## src/shared/hub_seq_defines.svh

```systemverilog
// timing figures, strap/select encodings and reset values of the start-up sequencer
// assumes a single core clock whose rate is given in MHz below
`ifndef HUB_SEQ_DEFINES_SVH
`define HUB_SEQ_DEFINES_SVH

`define HUB_CLK_MHZ         250
`define HUB_T_INACTIVE_NS   1500
`define HUB_T_RECOVER_US    500
`define HUB_T_CFG_LOAD_US   99500
`define HUB_T_REQ_MS        5

`define HUB_SEL_EEPROM      2'h1
`define HUB_SEL_SMBUS       2'h2

`define HUB_CFG_DEFAULT     8'h00
`define HUB_ADDR_RESET      7'h00

`endif

```

## src/shared/hub_seq_pkg.sv

```systemverilog
// types used by the start-up sequencer; its timer uses none of them
// assumes the defines header is compiled alongside
package hub_seq_pkg;

  typedef enum logic [2:0] {
    ST_SAMPLE,
    ST_RECOVER,
    ST_EEPROM,
    ST_SMBUS,
    ST_ATTACH,
    ST_RUN,
    ST_TEST
  } seq_state_e;

  typedef enum logic [1:0] {
    MODE_STRAP,
    MODE_EEPROM,
    MODE_SMBUS
  } cfg_mode_e;

endpackage

```

## src/design/hub_deadline_timer.sv

```systemverilog
// cycle counter that raises a registered expiry flag after limit cycles of run
// assumes run is held for the whole interval; dropping run clears the count
`timescale 1ns/1ns
module hub_deadline_timer #(
  parameter int W = 25
) (
  input  wire logic         core_clk,
  input  wire logic         reset_n,
  input  wire logic         run,
  input  wire logic [W-1:0] limit,
  output logic              expired
);

  logic [W-1:0] count_q;

  always_ff @(posedge core_clk or negedge reset_n) begin
    if (!reset_n) begin
      count_q <= '0;
    end else if (!run) begin
      count_q <= '0;
    end else if (count_q != limit) begin
      count_q <= count_q + 1'b1;
    end
  end

  always_ff @(posedge core_clk or negedge reset_n) begin
    if (!reset_n) begin
      expired <= 1'b0;
    end else begin
      expired <= run && (count_q + 1'b1 >= limit);
    end
  end

endmodule

```

## src/design/hub_reset_config_sequencer.sv

```systemverilog
// start-up sequencer: mode select, strap capture, config load, attach, bus reset
// assumes all inputs synchronous to core_clk; reset_n validity is the board's job
`timescale 1ns/1ns
`include "hub_seq_defines.svh"
module hub_reset_config_sequencer #(
  parameter int PORTS       = 2,
  parameter int STRAP_W     = 2,
  parameter int TEST_W      = 16,
  parameter int RECOVER_CYC = `HUB_T_RECOVER_US * `HUB_CLK_MHZ,
  parameter int CFG_CYC     = `HUB_T_CFG_LOAD_US * `HUB_CLK_MHZ,
  parameter int REQ_CYC     = `HUB_T_REQ_MS * 1000 * `HUB_CLK_MHZ
) (
  input  wire logic               core_clk,
  input  wire logic               reset_n,
  input  wire logic [1:0]         cfg_sel,
  input  wire logic               test_pin,
  input  wire logic               sclk_in,
  input  wire logic               self_powered,
  input  wire logic [STRAP_W-1:0] led_in,
  output logic      [STRAP_W-1:0] led_out,
  output logic      [STRAP_W-1:0] led_oe,
  input  wire logic [STRAP_W-1:0] led_on,
  output logic                    eeprom_start,
  output logic                    smbus_slave_en,
  input  wire logic               cfg_load_done,
  input  wire logic [7:0]         cfg_load_data,
  output logic      [7:0]         cfg_word,
  output logic                    cfg_fallback,
  output logic                    upstream_attach,
  input  wire logic               usb_bus_reset,
  input  wire logic               set_addr_stb,
  input  wire logic [6:0]         set_addr_val,
  output logic      [6:0]         dev_addr,
  input  wire logic               set_config_stb,
  input  wire logic               set_config_val,
  output logic                    configured,
  input  wire logic               suspend_enter,
  input  wire logic               resume_req,
  output logic                    suspended,
  input  wire logic               port_power_stb,
  input  wire logic [PORTS-1:0]   port_power_val,
  output logic      [PORTS-1:0]   port_power_enable,
  input  wire logic [PORTS-1:0]   port_reset_req,
  output logic      [PORTS-1:0]   downstream_port_reset,
  output logic                    tt_flush,
  input  wire logic               ctrl_req_start,
  input  wire logic               ctrl_req_done,
  output logic                    ctrl_req_abort,
  input  wire logic [TEST_W-1:0]  continuity_pins,
  output logic                    continuity_result_out
);

  localparam int INACTIVE_CYC = (`HUB_T_INACTIVE_NS * `HUB_CLK_MHZ) / 1000;
  localparam int TW = 25;
  localparam logic [7:0] CFG_DEF = `HUB_CFG_DEFAULT;

  hub_seq_pkg::seq_state_e state_q;
  hub_seq_pkg::cfg_mode_e  mode_d;
  logic                    test_d;
  logic [STRAP_W-1:0]      strap_q;
  logic                    rec_exp;
  logic                    cfg_exp;
  logic                    req_exp;
  logic                    req_busy_q;
  logic                    running;

  assign running = (state_q == hub_seq_pkg::ST_RUN);

  // decode of the levels seen in the first cycle after release
  always_comb begin
    test_d = test_pin && cfg_sel[1] && !sclk_in;
    case (cfg_sel)
      `HUB_SEL_EEPROM: mode_d = hub_seq_pkg::MODE_EEPROM;
      `HUB_SEL_SMBUS:  mode_d = hub_seq_pkg::MODE_SMBUS;
      default:         mode_d = hub_seq_pkg::MODE_STRAP;
    endcase
  end

  always_ff @(posedge core_clk or negedge reset_n) begin
    if (!reset_n) begin
      state_q <= hub_seq_pkg::ST_SAMPLE;
    end else begin
      case (state_q)
        hub_seq_pkg::ST_SAMPLE: begin
          if (test_d) begin
            state_q <= hub_seq_pkg::ST_TEST;
          end else if (mode_d == hub_seq_pkg::MODE_STRAP) begin
            state_q <= hub_seq_pkg::ST_ATTACH;
          end else begin
            state_q <= hub_seq_pkg::ST_RECOVER;
          end
        end
        hub_seq_pkg::ST_RECOVER: begin
          if (rec_exp) begin
            state_q <= smbus_slave_en ? hub_seq_pkg::ST_SMBUS : hub_seq_pkg::ST_EEPROM;
          end
        end
        hub_seq_pkg::ST_EEPROM: begin
          if (cfg_load_done || cfg_exp) begin
            state_q <= hub_seq_pkg::ST_ATTACH;
          end
        end
        hub_seq_pkg::ST_SMBUS: begin
          if (cfg_load_done || (cfg_exp && !self_powered)) begin
            state_q <= hub_seq_pkg::ST_ATTACH;
          end
        end
        hub_seq_pkg::ST_ATTACH: state_q <= hub_seq_pkg::ST_RUN;
        hub_seq_pkg::ST_RUN:    state_q <= hub_seq_pkg::ST_RUN;
        hub_seq_pkg::ST_TEST:   state_q <= hub_seq_pkg::ST_TEST;
        default:                state_q <= hub_seq_pkg::ST_SAMPLE;
      endcase
    end
  end

  // smbus_slave_en doubles as the remembered mode choice between sample and load
  always_ff @(posedge core_clk or negedge reset_n) begin
    if (!reset_n) begin
      smbus_slave_en <= 1'b0;
    end else if (state_q == hub_seq_pkg::ST_SAMPLE) begin
      smbus_slave_en <= !test_d && (mode_d == hub_seq_pkg::MODE_SMBUS);
    end else if (state_q == hub_seq_pkg::ST_ATTACH) begin
      smbus_slave_en <= 1'b0;
    end
  end

  always_ff @(posedge core_clk or negedge reset_n) begin
    if (!reset_n) begin
      eeprom_start <= 1'b0;
    end else begin
      eeprom_start <= (state_q == hub_seq_pkg::ST_RECOVER) && rec_exp && !smbus_slave_en;
    end
  end

  hub_deadline_timer #(.W(TW)) u_recover_timer (
    .core_clk (core_clk),
    .reset_n  (reset_n),
    .run      (state_q == hub_seq_pkg::ST_RECOVER),
    .limit    (TW'(RECOVER_CYC)),
    .expired  (rec_exp)
  );

  hub_deadline_timer #(.W(TW)) u_cfg_timer (
    .core_clk (core_clk),
    .reset_n  (reset_n),
    .run      (state_q == hub_seq_pkg::ST_EEPROM || state_q == hub_seq_pkg::ST_SMBUS),
    .limit    (TW'(CFG_CYC)),
    .expired  (cfg_exp)
  );

  hub_deadline_timer #(.W(TW)) u_req_timer (
    .core_clk (core_clk),
    .reset_n  (reset_n),
    .run      (req_busy_q),
    .limit    (TW'(REQ_CYC)),
    .expired  (req_exp)
  );

  // configuration word: straps over defaults, loaded data, or defaults on a missed load
  always_ff @(posedge core_clk or negedge reset_n) begin
    if (!reset_n) begin
      strap_q      <= '0;
      cfg_word     <= `HUB_CFG_DEFAULT;
      cfg_fallback <= 1'b0;
    end else if (state_q == hub_seq_pkg::ST_SAMPLE) begin
      strap_q  <= led_in;
      cfg_word <= {CFG_DEF[7:STRAP_W], led_in};
    end else if ((state_q == hub_seq_pkg::ST_EEPROM || state_q == hub_seq_pkg::ST_SMBUS)
                 && cfg_load_done) begin
      cfg_word <= cfg_load_data;
    end else if ((state_q == hub_seq_pkg::ST_EEPROM || state_q == hub_seq_pkg::ST_SMBUS)
                 && cfg_exp && !(smbus_slave_en && self_powered)) begin
      cfg_word     <= `HUB_CFG_DEFAULT;
      cfg_fallback <= 1'b1;
    end
  end

  // a strap high means an active-low LED, so the strap level is the idle level
  always_ff @(posedge core_clk or negedge reset_n) begin
    if (!reset_n) begin
      led_oe  <= '0;
      led_out <= '0;
    end else if (state_q != hub_seq_pkg::ST_SAMPLE && state_q != hub_seq_pkg::ST_TEST) begin
      led_oe  <= '1;
      led_out <= strap_q ^ (led_on & {STRAP_W{running}});
    end
  end

  always_ff @(posedge core_clk or negedge reset_n) begin
    if (!reset_n) begin
      upstream_attach <= 1'b0;
    end else if (state_q == hub_seq_pkg::ST_ATTACH) begin
      upstream_attach <= 1'b1;
    end
  end

  always_ff @(posedge core_clk or negedge reset_n) begin
    if (!reset_n) begin
      dev_addr   <= `HUB_ADDR_RESET;
      configured <= 1'b0;
    end else if (usb_bus_reset) begin
      dev_addr   <= `HUB_ADDR_RESET;
      configured <= 1'b0;
    end else if (running) begin
      if (set_addr_stb) begin
        dev_addr <= set_addr_val;
      end
      if (set_config_stb) begin
        configured <= set_config_val;
      end
    end
  end

  always_ff @(posedge core_clk or negedge reset_n) begin
    if (!reset_n) begin
      port_power_enable <= '0;
    end else if (usb_bus_reset || !running) begin
      port_power_enable <= '0;
    end else if (port_power_stb) begin
      port_power_enable <= port_power_val;
    end
  end

  // bus reset wins over a suspend request in the same cycle
  always_ff @(posedge core_clk or negedge reset_n) begin
    if (!reset_n) begin
      suspended <= 1'b0;
    end else if (usb_bus_reset || resume_req || !running) begin
      suspended <= 1'b0;
    end else if (suspend_enter) begin
      suspended <= 1'b1;
    end
  end

  always_ff @(posedge core_clk or negedge reset_n) begin
    if (!reset_n) begin
      tt_flush              <= 1'b0;
      downstream_port_reset <= '0;
    end else begin
      tt_flush              <= usb_bus_reset;
      downstream_port_reset <= port_reset_req & {PORTS{running && !usb_bus_reset}};
    end
  end

  // a request still open at the deadline is ended with an abort pulse
  always_ff @(posedge core_clk or negedge reset_n) begin
    if (!reset_n) begin
      req_busy_q     <= 1'b0;
      ctrl_req_abort <= 1'b0;
    end else begin
      ctrl_req_abort <= req_busy_q && req_exp && !ctrl_req_done;
      if (ctrl_req_done || req_exp || usb_bus_reset || !running) begin
        req_busy_q <= 1'b0;
      end else if (ctrl_req_start) begin
        req_busy_q <= 1'b1;
      end
    end
  end

  always_ff @(posedge core_clk or negedge reset_n) begin
    if (!reset_n) begin
      continuity_result_out <= 1'b0;
    end else if (state_q == hub_seq_pkg::ST_TEST) begin
      continuity_result_out <= ~^continuity_pins;
    end
  end
endmodule

```

## config.mk

```make
export PLATFORM = sky130hd
export DESIGN_NAME = hub_reset_config_sequencer
export DESIGN_NICKNAME = d
export VERILOG_FILES = /design/src/shared/hub_seq_pkg.sv /design/src/design/hub_deadline_timer.sv /design/src/design/hub_reset_config_sequencer.sv
export VERILOG_INCLUDE_DIRS = /design/src /design/src/shared
export SDC_FILE = /design/constraint.sdc
export NUM_CORES = 1
export LEC_CHECK = 0
export BUFFER_PORTS_ARGS = -buffer_cell sky130_fd_sc_hd__buf_2
export CORE_ASPECT_RATIO = 0.75
export CORE_UTILIZATION = 38
export CTS_CLUSTER_DIAMETER = 200
export CTS_CLUSTER_SIZE = 25
export DETAILED_ROUTE_END_ITERATION = 6
export PLACE_DENSITY_LB_ADDON = 0.05
export SLEW_MARGIN = 20
export SYNTH_ARGS = -nofsm -noshare
export SYNTH_HDL_FRONTEND = slang
export SYNTH_SLANG_ARGS = --single-unit
```

## constraint.sdc

```tcl
create_clock -name core_clk -period 6.88 [get_ports core_clk]
set_clock_uncertainty 0.05 [all_clocks]
set_input_delay 0.344 -clock core_clk [delete_from_list [all_inputs] [get_ports core_clk]]
set_output_delay 0.344 -clock core_clk [all_outputs]
set_load 0.01 [all_outputs]
```

==> impl_metrics.json, run 1 <==
{
  "fmax_mhz": 371,
  "synth_top_family_by_area": "simple AND/OR/NAND/NOR gates",
  "numClockSinks": 115,
  "antenna_cells": 0,
  "ys_types": 75,
  "hp-class": "in2reg",
  "clk_latency_ps": 420,
  "drtAntennaViolNets": 0,
  "ys_warn_count": 0,
  "ys.flop_type": "dfrtp_1",
  "synth-compound-area-share_pct": 10.4,
  "grt_overflow": 0,
  "synth_area_leaders": "dfrtp_1, xnor2_1, nor2_1",
  "syn_inst": 722,
  "synth_adder_area_share_pct": 1.31,
  "grt_pass1_vias": 5173,
  "power_density_mw_per_mm2": 258,
  "crit_path_max_incr_delay_ps": 590,
  "pin_count": 88,
  "setup_viol": 0,
  "outcome": "completed",
  "synth_seq_cells": 115,
  "setup_tns_ps": 0,
  "startpoint_type": "flop",
  "gp_congestion": 0.858,
  "critPathTopFamily": "simple AND/OR/NAND/NOR gates",
  "syn_to_final_growth_pct": 16.8,
  "drc": 0,
  "yosysTopAreaCellShare_pct": 43.1,
  "finalCritPeriodShare_pct": 39.2,
  "start_util_pct": 39.2,
  "whs_ps": 25.4,
  "vias": 5544,
  "vias_per_cell": 5.36,
  "async_flop_share_pct": 100,
  "synthXorXnorAreaFrac_pct": 11.3,
  "hold_viol": 0,
  "fin_area_mm2": 0.00780,
  "dp_cells": 1002,
  "internal_power_mw": 1.40,
  "netlist_area_mm2": 0.00668,
  "die_x_um": 155,
  "crit_fanout": 17,
  "coreArea_mm2": 0.0170,
  "endpoint_kind": "flop",
  "period_needed_ps": 2700,
  "ctsHtreeMaxLevel": 4,
  "combPwrFrac_pct": 16.9,
  "power.share.sequential_pct": 41.1,
  "slowest_stage": "nand2b_1",
  "hold_depth": 2,
  "dr.pass1.iters": 5,
  "r2r-end": "u_recover_timer.count_q[0]",
  "synth.area.mux_share_pct": 2.75,
  "instances_no_fill": 1035,
  "worstPathRequired_ps": 7110,
  "clockBufferDepth": 2,
  "cts_made_buffers": 17,
  "maxSlewViolCount": 0,
  "path_cells": "inv_2 -> or3_1 -> nor3_1 -> nor3b_2 -> nand2b_1 -> o21ai_0",
  "crit_type": "reg2reg",
  "nNetsFinal": 849,
  "die_area_mm2": 0.0181,
  "whs_endpoint": "suspended",
  "antenna_found_initial": 0,
  "fillCellCount": 1674,
  "portBuffers": 87,
  "p_sw_share_pct": 30.5,
  "cts_tree": "built",
  "synth_seq_area_share_pct": 43.1,
  "power_frac_clock_pct": 42.1,
  "cts-root-buf": "clkbuf_16",
  "min_from": "resume_req",
  "grt_pass1_wl_mm": 26.8,
  "reg2reg_slack_ps": 4180,
  "maxCapViolations": 0,
  "ff2ff_path_depth": 6,
  "crit_buf_inv": 1,
  "ir_drop_mv": 0.133,
  "p_switching_mw": 0.615,
  "place_hpwl_mm": 11.6,
  "arrival_ps": 2920,
  "synthSimpleGateAreaFrac_pct": 27.1,
  "p_leak_nw": 3.39,
  "path_clk_slew_ps": 60,
  "rsz0062_at_grt": "false",
  "drive_gt1_share_pct": 17.8,
  "syn-num-nets": 785,
  "die_y_um": 117,
  "fp-row-count": 41,
  "rr_startpoint": "state_q[0]",
  "slew_headroom_pct": 33.6,
  "tightest_slew_ps": 996,
  "grt_max_degree": 62,
  "track_usage_pct": 19.1,
  "synth_edf_count": 0,
  "yosysTopAreaCell": "dfrtp_1",
  "finish.utilization_pct": 45.8,
  "detail_route.wl_per_cell_um": 15.7,
  "syn_area_per_cell_um2": 9.26,
  "wirelength_mm": 16.2,
  "initialDrtViolationCount": 491,
  "placed_cell_area_mm2": 0.00722
}
==> cell usage in the layout (no fill, tap or decap), types with 4 or more instances in the layout <==
master and count:
a22o_1 6, nand4_1 26, or3_1 5, and4_1 8, a21oi_1 12, nor2b_1 5
o31a_1 4, nand4b_1 5, and2_1 10, nor4_1 12, xnor2_1 50, nor2_1 106
nand2_1 40, and3_1 16, a211oi_1 5, a21o_1 5, buf_2 86, xor2_1 36
o31ai_1 5, nand2b_1 7, nand3_1 48, inv_1 17, nand3b_1 4, a31oi_1 4
clkbuf_16 17, o21ai_0 20, nor3_1 18, mux2i_1 15, dfrtp_1 115, a21boi_0 6
clkinvlp_4 5, ha_1 7
==> logic make-up after synthesis <==
family          Yosys count
compound gates           97
fa+ha+maj                 7
simple gates            336
xor+xnor                 86
mux                      18
buf+inv                  63
flops                   115
==> stage by stage <==
stage / worst slack [ps] / power (mW)
after global placement: 4260 / 1.18
after floorplan: 4510 / 1.04
after detailed placement: 4200 / 1.19
final: 4180 / 2.02
after CTS: 4170 / 2.05
after global routing: 3900 / 2.13
==> power by group through the flow <==
stage | Clock (mW) | Combinational [mW] | Sequential (mW)
floorplan | 0 | 0.224 | 0.820
global placement | 0 | 0.342 | 0.836
detailed placement | 0 | 0.348 | 0.838
CTS | 0.871 | 0.348 | 0.828
global route | 0.898 | 0.385 | 0.842
finish | 0.848 | 0.340 | 0.828
==> metal layers <==
layer | vias up | wire (um) | share of wire, % | global-route usage (%)
met2 | 170 | 6900 | 43 | 27.6
met3 | 22 | 851 | 5.2 | 3.65
met5 | - | 0 | 0 | 0
li1 | 2688 | - | - | -
met4 | 0 | 265 | 1.6 | 8.05
met1 | 2664 | 8210 | 51 | 28.0
==> synth_stat cells, drive strengths merged, types with 5 or more instances <==
library cell,instances
dfrtp,115
nor2,107
nand3,50
xnor2,50
nand2,40
xor2,36
nand4,27
clkbuf,24
o21ai,23
buf,21
nor3,19
inv,18
and3,16
mux2i,15
nor4,15
a21oi,12
and2,10
and4,10
a21boi,7
ha,7
nand2b,7
a22o,6
a211oi,5
a21o,5
nand4b,5
nor2b,5
o31ai,5
or3,5
==> state kept, by name (all words and copies together) (netlist names), 3 cells and up <==
name / flops
u_cfg_timer.count_q: 25
u_req_timer.count_q: 25
u_recover_timer.count_q: 25
state_q: 3
cfg_word: 8
dev_addr: 7
==> worst max path at each step <==
stage / to / slack [ps] / cells after the start / startpoint
floorplan: u_recover_timer.expired / 4510 / 7 / u_recover_timer.count_q[5]
global placement: u_recover_timer.count_q[0] / 4260 / 6 / state_q[0]
detailed placement: u_recover_timer.count_q[0] / 4200 / 6 / state_q[0]
CTS: u_recover_timer.count_q[0] / 4170 / 6 / state_q[0]
global route: u_recover_timer.count_q[0] / 3900 / 6 / state_q[0]
finish: u_recover_timer.count_q[0] / 4180 / 6 / state_q[0]
==> layout make-up <==
cell class	instances	area, um2	area share (%)
clock buffer	18	439	5.63
sequential	115	2880	36.9
timing repair buffer	90	463	5.93
tap	236	295	3.78
multi-input combinational	544	3530	45.2
clock inverter	14	130	1.67
inverter	18	67.6	0.866
==> repair_timing <==
item                                   CTS  global route
resized for setup                        0             0
setup buffers                            0             0
hold buffers                             1             0
endpoints found under the hold margin   54             0
==> worst register-to-register path, cell delays in order, from the launching register on <==
cell and delay (ps):
dfrtp_1 580, inv_2 140, or3_1 540, nor3_1 240, nor3b_2 260, nand2b_1 590
o21ai_0 150
Note: power is estimated with default switching activity, not from simulation.
==> run 2, diff against run 1 <==
ABC_AREA = 1   (was unset)
clock period = 2.5 ns   (was 6.88 ns; I/O delays follow)
==> impl_metrics.json, run 2 <==
{
  "arrival_ps": 2520,
  "grt_pass1_vias": 6203,
  "slew_headroom_pct": 56.8,
  "post-synth-top-count-cell": "nand2_1",
  "grt_overflow": 0,
  "grt_max_degree": 48,
  "async_flop_share_pct": 100,
  "fmax_mhz": 452,
  "crit_path_max_incr_delay_ps": 580,
  "cts-root-buf": "clkbuf_16",
  "slowest_stage": "dlygate4sd3_1",
  "ys_warn_count": 0,
  "startpoint_type": "flop",
  "detail_route.wl_per_cell_um": 13.1,
  "vias": 6601,
  "grt_pass1_wl_mm": 30.7,
  "maxSlewViolCount": 0,
  "die_x_um": 157,
  "yosysTopAreaCellShare_pct": 41.9,
  "synth-compound-area-share_pct": 5.81,
  "p_switching_mw": 1.79,
  "vias_per_cell": 4.75,
  "synth_common_cells": "nand2_1, nor2_1, inv_1",
  "drive_gt1_share_pct": 14.3,
  "syn_area_per_cell_um2": 6.93,
  "ys_types": 38,
  "hp-class": "in2reg",
  "numClockSinks": 115,
  "fp-row-count": 42,
  "synth_adder_area_share_pct": 1.27,
  "ctsHtreeMaxLevel": 4,
  "syn-num-nets": 1055,
  "p_leak_nw": 4.12,
  "clk_latency_ps": 420,
  "tightest_slew_ps": 648,
  "crit_type": "reg2reg",
  "coreArea_mm2": 0.0177,
  "cts_tree": "built",
  "rsz0062_at_grt": "false",
  "synth_seq_area_share_pct": 41.9,
  "track_usage_pct": 21.2,
  "antenna_found_initial": 0,
  "power.share.sequential_pct": 37.2,
  "worstPathRequired_ps": 2810,
  "antenna_cells": 0,
  "gp_congestion": 0.844,
  "p_sw_share_pct": 30.6,
  "wirelength_mm": 18.3,
  "finalCritPeriodShare_pct": 88.4,
  "synth_seq_cells": 115,
  "netlist_area_mm2": 0.00687,
  "die_y_um": 118,
  "portBuffers": 87,
  "combPwrFrac_pct": 19.6,
  "cts_made_buffers": 17,
  "cpMostUsedCell": "nand2_1",
  "ir_drop_mv": 0.449,
  "syn_to_final_growth_pct": 25.5,
  "syn_inst": 992,
  "power_density_mw_per_mm2": 676,
  "pin_count": 88,
  "power_frac_clock_pct": 43.1,
  "outcome": "completed",
  "ys.flop_type": "dfrtp_1",
  "synth_top_family_by_area": "simple AND/OR/NAND/NOR gates",
  "internal_power_mw": 4.05,
  "initialDrtViolationCount": 570,
  "final_common_cell": "nand2_1",
  "hold_viol": 0,
  "start_util_pct": 38.9,
  "setup_viol": 0,
  "whs_ps": 27.2,
  "place_hpwl_mm": 13.6,
  "dr.pass1.iters": 5,
  "endpoint_kind": "flop",
  "synth_area_leaders": "dfrtp_1, nand2_1, nor2_1",
  "synthXorXnorAreaFrac_pct": 4.21,
  "final_cell_mix": "nand2_1, nor2_1, inv_1",
  "setup_tns_ps": 0,
  "synth.area.mux_share_pct": 0,
  "die_area_mm2": 0.0186,
  "clockBufferDepth": 2,
  "maxCapViolations": 0,
  "period_needed_ps": 2210,
  "synth_edf_count": 0,
  "path_cells": "inv_1 -> nand2_1 -> nor2_2 -> buf_4 -> nand2_1 -> nor3_1 -> dlygate4sd3_1",
  "drtAntennaViolNets": 0,
  "drc": 0,
  "yosysTopAreaCell": "dfrtp_1",
  "crit_fanout": 6,
  "path_clk_slew_ps": 60,
  "synthSimpleGateAreaFrac_pct": 38.9,
  "nNetsFinal": 1198,
  "top_regs": "u_cfg_timer.count_q: 25 flops, u_recover_timer.count_q: 25 flops, u_req_timer.count_q: 25 flops"
}
[run 2: cell count changes in the layout (fill, tap and decap cells not counted), moves of 16 or more]
cell           delta
dlygate4sd3_1    +34
inv_1           +112
xnor2_1          -37
nand2_1         +268
nor2_1           +59
xor2_1           -16
[run 2: worst paths after layout]
check	slack, ps	endpoint	cells after the start	start
max	290	suspended	7	state_q[1]
min	30	smbus_slave_en	4	test_pin
max reg2reg	290	suspended	7	state_q[1]
min reg2reg	420	upstream_attach	1	upstream_attach
max in group asynchronous	1480	u_req_timer.expired	3	reset_n
min in group asynchronous	220	tt_flush	2	reset_n
[run 2: kinds of logic after synthesis]
family	Yosys count
fa+ha+maj	7
xor+xnor	33
buf+inv	145
compound gates	69
flops	115
simple gates	623
[run 2: critical path: cells and delay by family, from the launching register on]
kind                   cells  cell delay [ps]
and+or+nand+nor            4              740
DFF                        1              430
buffers and inverters      3              920
[run 2: timing repair]
item | in CTS | in global routing
buffers inserted | 0 | 0
hold buffers | 35 | 0
hold endpoints to repair | 70 | 0
gates resized for setup | 0 | 1
endpoints found under the setup margin | 0 | 1
[run 2: power groups by stage]
stage	registers [mW]	clock network, mW	logic (mW)
after detailed placement	2.20	0	1.11
after floorplan	2.24	0	0.574
after global placement	2.20	0	1.11
after global routing	2.21	2.66	1.30
final	2.17	2.52	1.15
after CTS	2.17	2.58	1.15
[run 2: final cells by class]
class	count	area [um2]
fill	1776	9030
multi-input combinational	732	3450
sequential	115	2880
timing repair buffer	133	883
inverter	136	510
clock buffer	17	425
tap	242	303
clock inverter	15	179
[run 2: per-layer routing]
metal	vias up	global-route usage (%)	share of wire (%)
li1	3423	-	-
met1	2959	32.4	52
met2	203	29.1	40
met3	16	5.17	6.6
met4	0	5.89	1.0
met5	-	0	0
[run 2: metrics by stage]
step / setup slack [ps] / cell area, um2 / total power [mW] / instances / util [%]
floorplan: 708 / 6870 / 2.81 / 992 / -
CTS: 226 / 8630 / 5.90 / 1390 / 48.9
global route: 112 / 8630 / 6.17 / 1390 / 48.9
detailed placement: 403 / 7670 / 3.31 / 1323 / 43.4
global placement: 389 / 7670 / 3.31 / 1323 / 43.4
finish: 290 / 8630 / 5.84 / 1390 / 48.9
==> run 3, diff against run 2 <==
clock period = 2.1 ns   (was 2.5 ns; I/O delays follow)
==> impl_metrics.json, run 3 (synthesis results as in run 2) <==
{
  "wirelength_mm": 18.4,
  "drc": 0,
  "hold_viol": 0,
  "top_regs": "u_cfg_timer.count_q: 25 flops, u_recover_timer.count_q: 25 flops, u_req_timer.count_q: 25 flops",
  "drtAntennaViolNets": 0,
  "maxSlewViolCount": 0,
  "finish.utilization_pct": 50.0,
  "drive_gt1_share_pct": 17.7,
  "slew_headroom_pct": 68.1,
  "initialDrtViolationCount": 440,
  "track_usage_pct": 21.2,
  "fin_area_mm2": 0.00884,
  "maxCapViolations": 0,
  "hold_depth": 4,
  "antenna_found_initial": 0,
  "cts_tree": "built",
  "gp_congestion": 0.867,
  "worstPathRequired_ps": 2350,
  "numClockSinks": 115,
  "grt_overflow": 0,
  "period_needed_ps": 1960,
  "final_cell_mix": "nand2_1, nor2_1, inv_1",
  "cts-root-buf": "clkbuf_16",
  "nNetsFinal": 1210,
  "endpoint_kind": "flop",
  "pin_count": 88,
  "tightest_slew_ps": 479,
  "ctsHtreeMaxLevel": 4,
  "cts_made_buffers": 17,
  "grt_max_degree": 45,
  "grt_pass1_vias": 6326,
  "vias": 6546,
  "start_util_pct": 38.9,
  "fmax_mhz": 511,
  "placed_cell_area_mm2": 0.00773,
  "syn_to_final_growth_pct": 28.6,
  "die_y_um": 118,
  "startpoint_type": "flop",
  "clockBufferDepth": 2,
  "clk_latency_ps": 420,
  "antenna_cells": 0,
  "vias_per_cell": 4.67,
  "finalCritPeriodShare_pct": 93.3,
  "setup_viol": 0,
  "portBuffers": 87,
  "coreArea_mm2": 0.0177,
  "fp-row-count": 42,
  "ff2ff_path_depth": 8,
  "p_leak_nw": 4.13,
  "crit_type": "reg2reg",
  "path_clk_slew_ps": 60,
  "die_x_um": 157,
  "dr.pass1.iters": 4,
  "die_area_mm2": 0.0186,
  "detail_route.wl_per_cell_um": 13.1,
  "ir_drop_mv": 0.546,
  "grt_pass1_wl_mm": 31.0,
  "outcome": "completed",
  "crit_fanout": 8,
  "power_density_mw_per_mm2": 764,
  "arrival_ps": 2210,
  "hp-class": "in2reg",
  "place_hpwl_mm": 13.6,
  "final_common_cell": "nand2_1"
}
## run 3: cell count changes in the layout (fill, tap and decap cells not counted), sizes merged
cell         previous run  this run
dlygate4sd3            35        36
bufinv                  3         1
clkinvlp                1         3
buf                    98       109
inv                   137       133
clkinv                 10         8
clkbuf                 17        22
## run 3: report_power, final
part / switching (mW) / internal, mW / total (mW)
sequential: 0.180 / 2.44 / 2.62
clock: 1.03 / 1.70 / 2.73
combinational: 0.850 / 0.547 / 1.40
total: 2.06 / 4.69 / 6.75
## run 3: metal layers
metal | global-route usage [%] | part of all wire, % | wire [um] | vias up
met5 | 0 | 0 | 0 | -
met4 | 6.31 | 1.0 | 184 | 0
met3 | 4.40 | 4.9 | 904 | 16
met2 | 30.0 | 40 | 7370 | 157
met1 | 32.1 | 54 | 9960 | 2936
li1 | - | - | - | 3437
## run 3: path summary, 6_finish.rpt
check / startpoint / slack [ps] / end
worst max-delay path: state_q[2] / 140 / cfg_word[1]
worst min-delay path: led_on[0] / 10 / led_out[0]
worst max register to register: state_q[2] / 140 / cfg_word[1]
worst min register to register: upstream_attach / 410 / upstream_attach
max in group asynchronous: reset_n / 1260 / state_q[1]
min in group asynchronous: reset_n / 140 / u_cfg_timer.count_q[13]
## run 3: final cells by class
type,count,area (um2)
inverters,136,510
multi-input cells,732,3590
fillers,1818,8820
well taps,242,303
flip-flops and latches,115,2890
repair buffers,145,992
clock inverters,9,81.3
clock buffers,22,474
## run 3: stage by stage
stage	total power [mW]	std cells	hold WS, ps	TNS [ps]	setup slack [ps]
final	6.75	1401	13.6	0	141
after CTS	6.77	1396	3.42	0	7.40
after global routing	7.16	1401	51.4	-10.7	-7.09
after global placement	3.92	1329	57.6	0	9.78
after detailed placement	3.92	1329	58.6	0	36.9
after floorplan	3.35	992	-241	0	308
## run 3: worst max-delay path, stage by stage, from the launching register on
cell and delay (ps):
dfrtp_1 420, inv_1 190, nand2_2 140, o21ai_1 130, a31oi_1 60, buf_4 180, nand2_1 60, nand3_1 60
dlygate4sd3_1 560
## run 3: what timing repair did
action | in CTS | in global routing
setup endpoints to repair | 0 | 4
hold endpoints to repair | 58 | 0
hold buffers | 36 | 0
buffers inserted | 0 | 5
gates resized for setup | 0 | 43
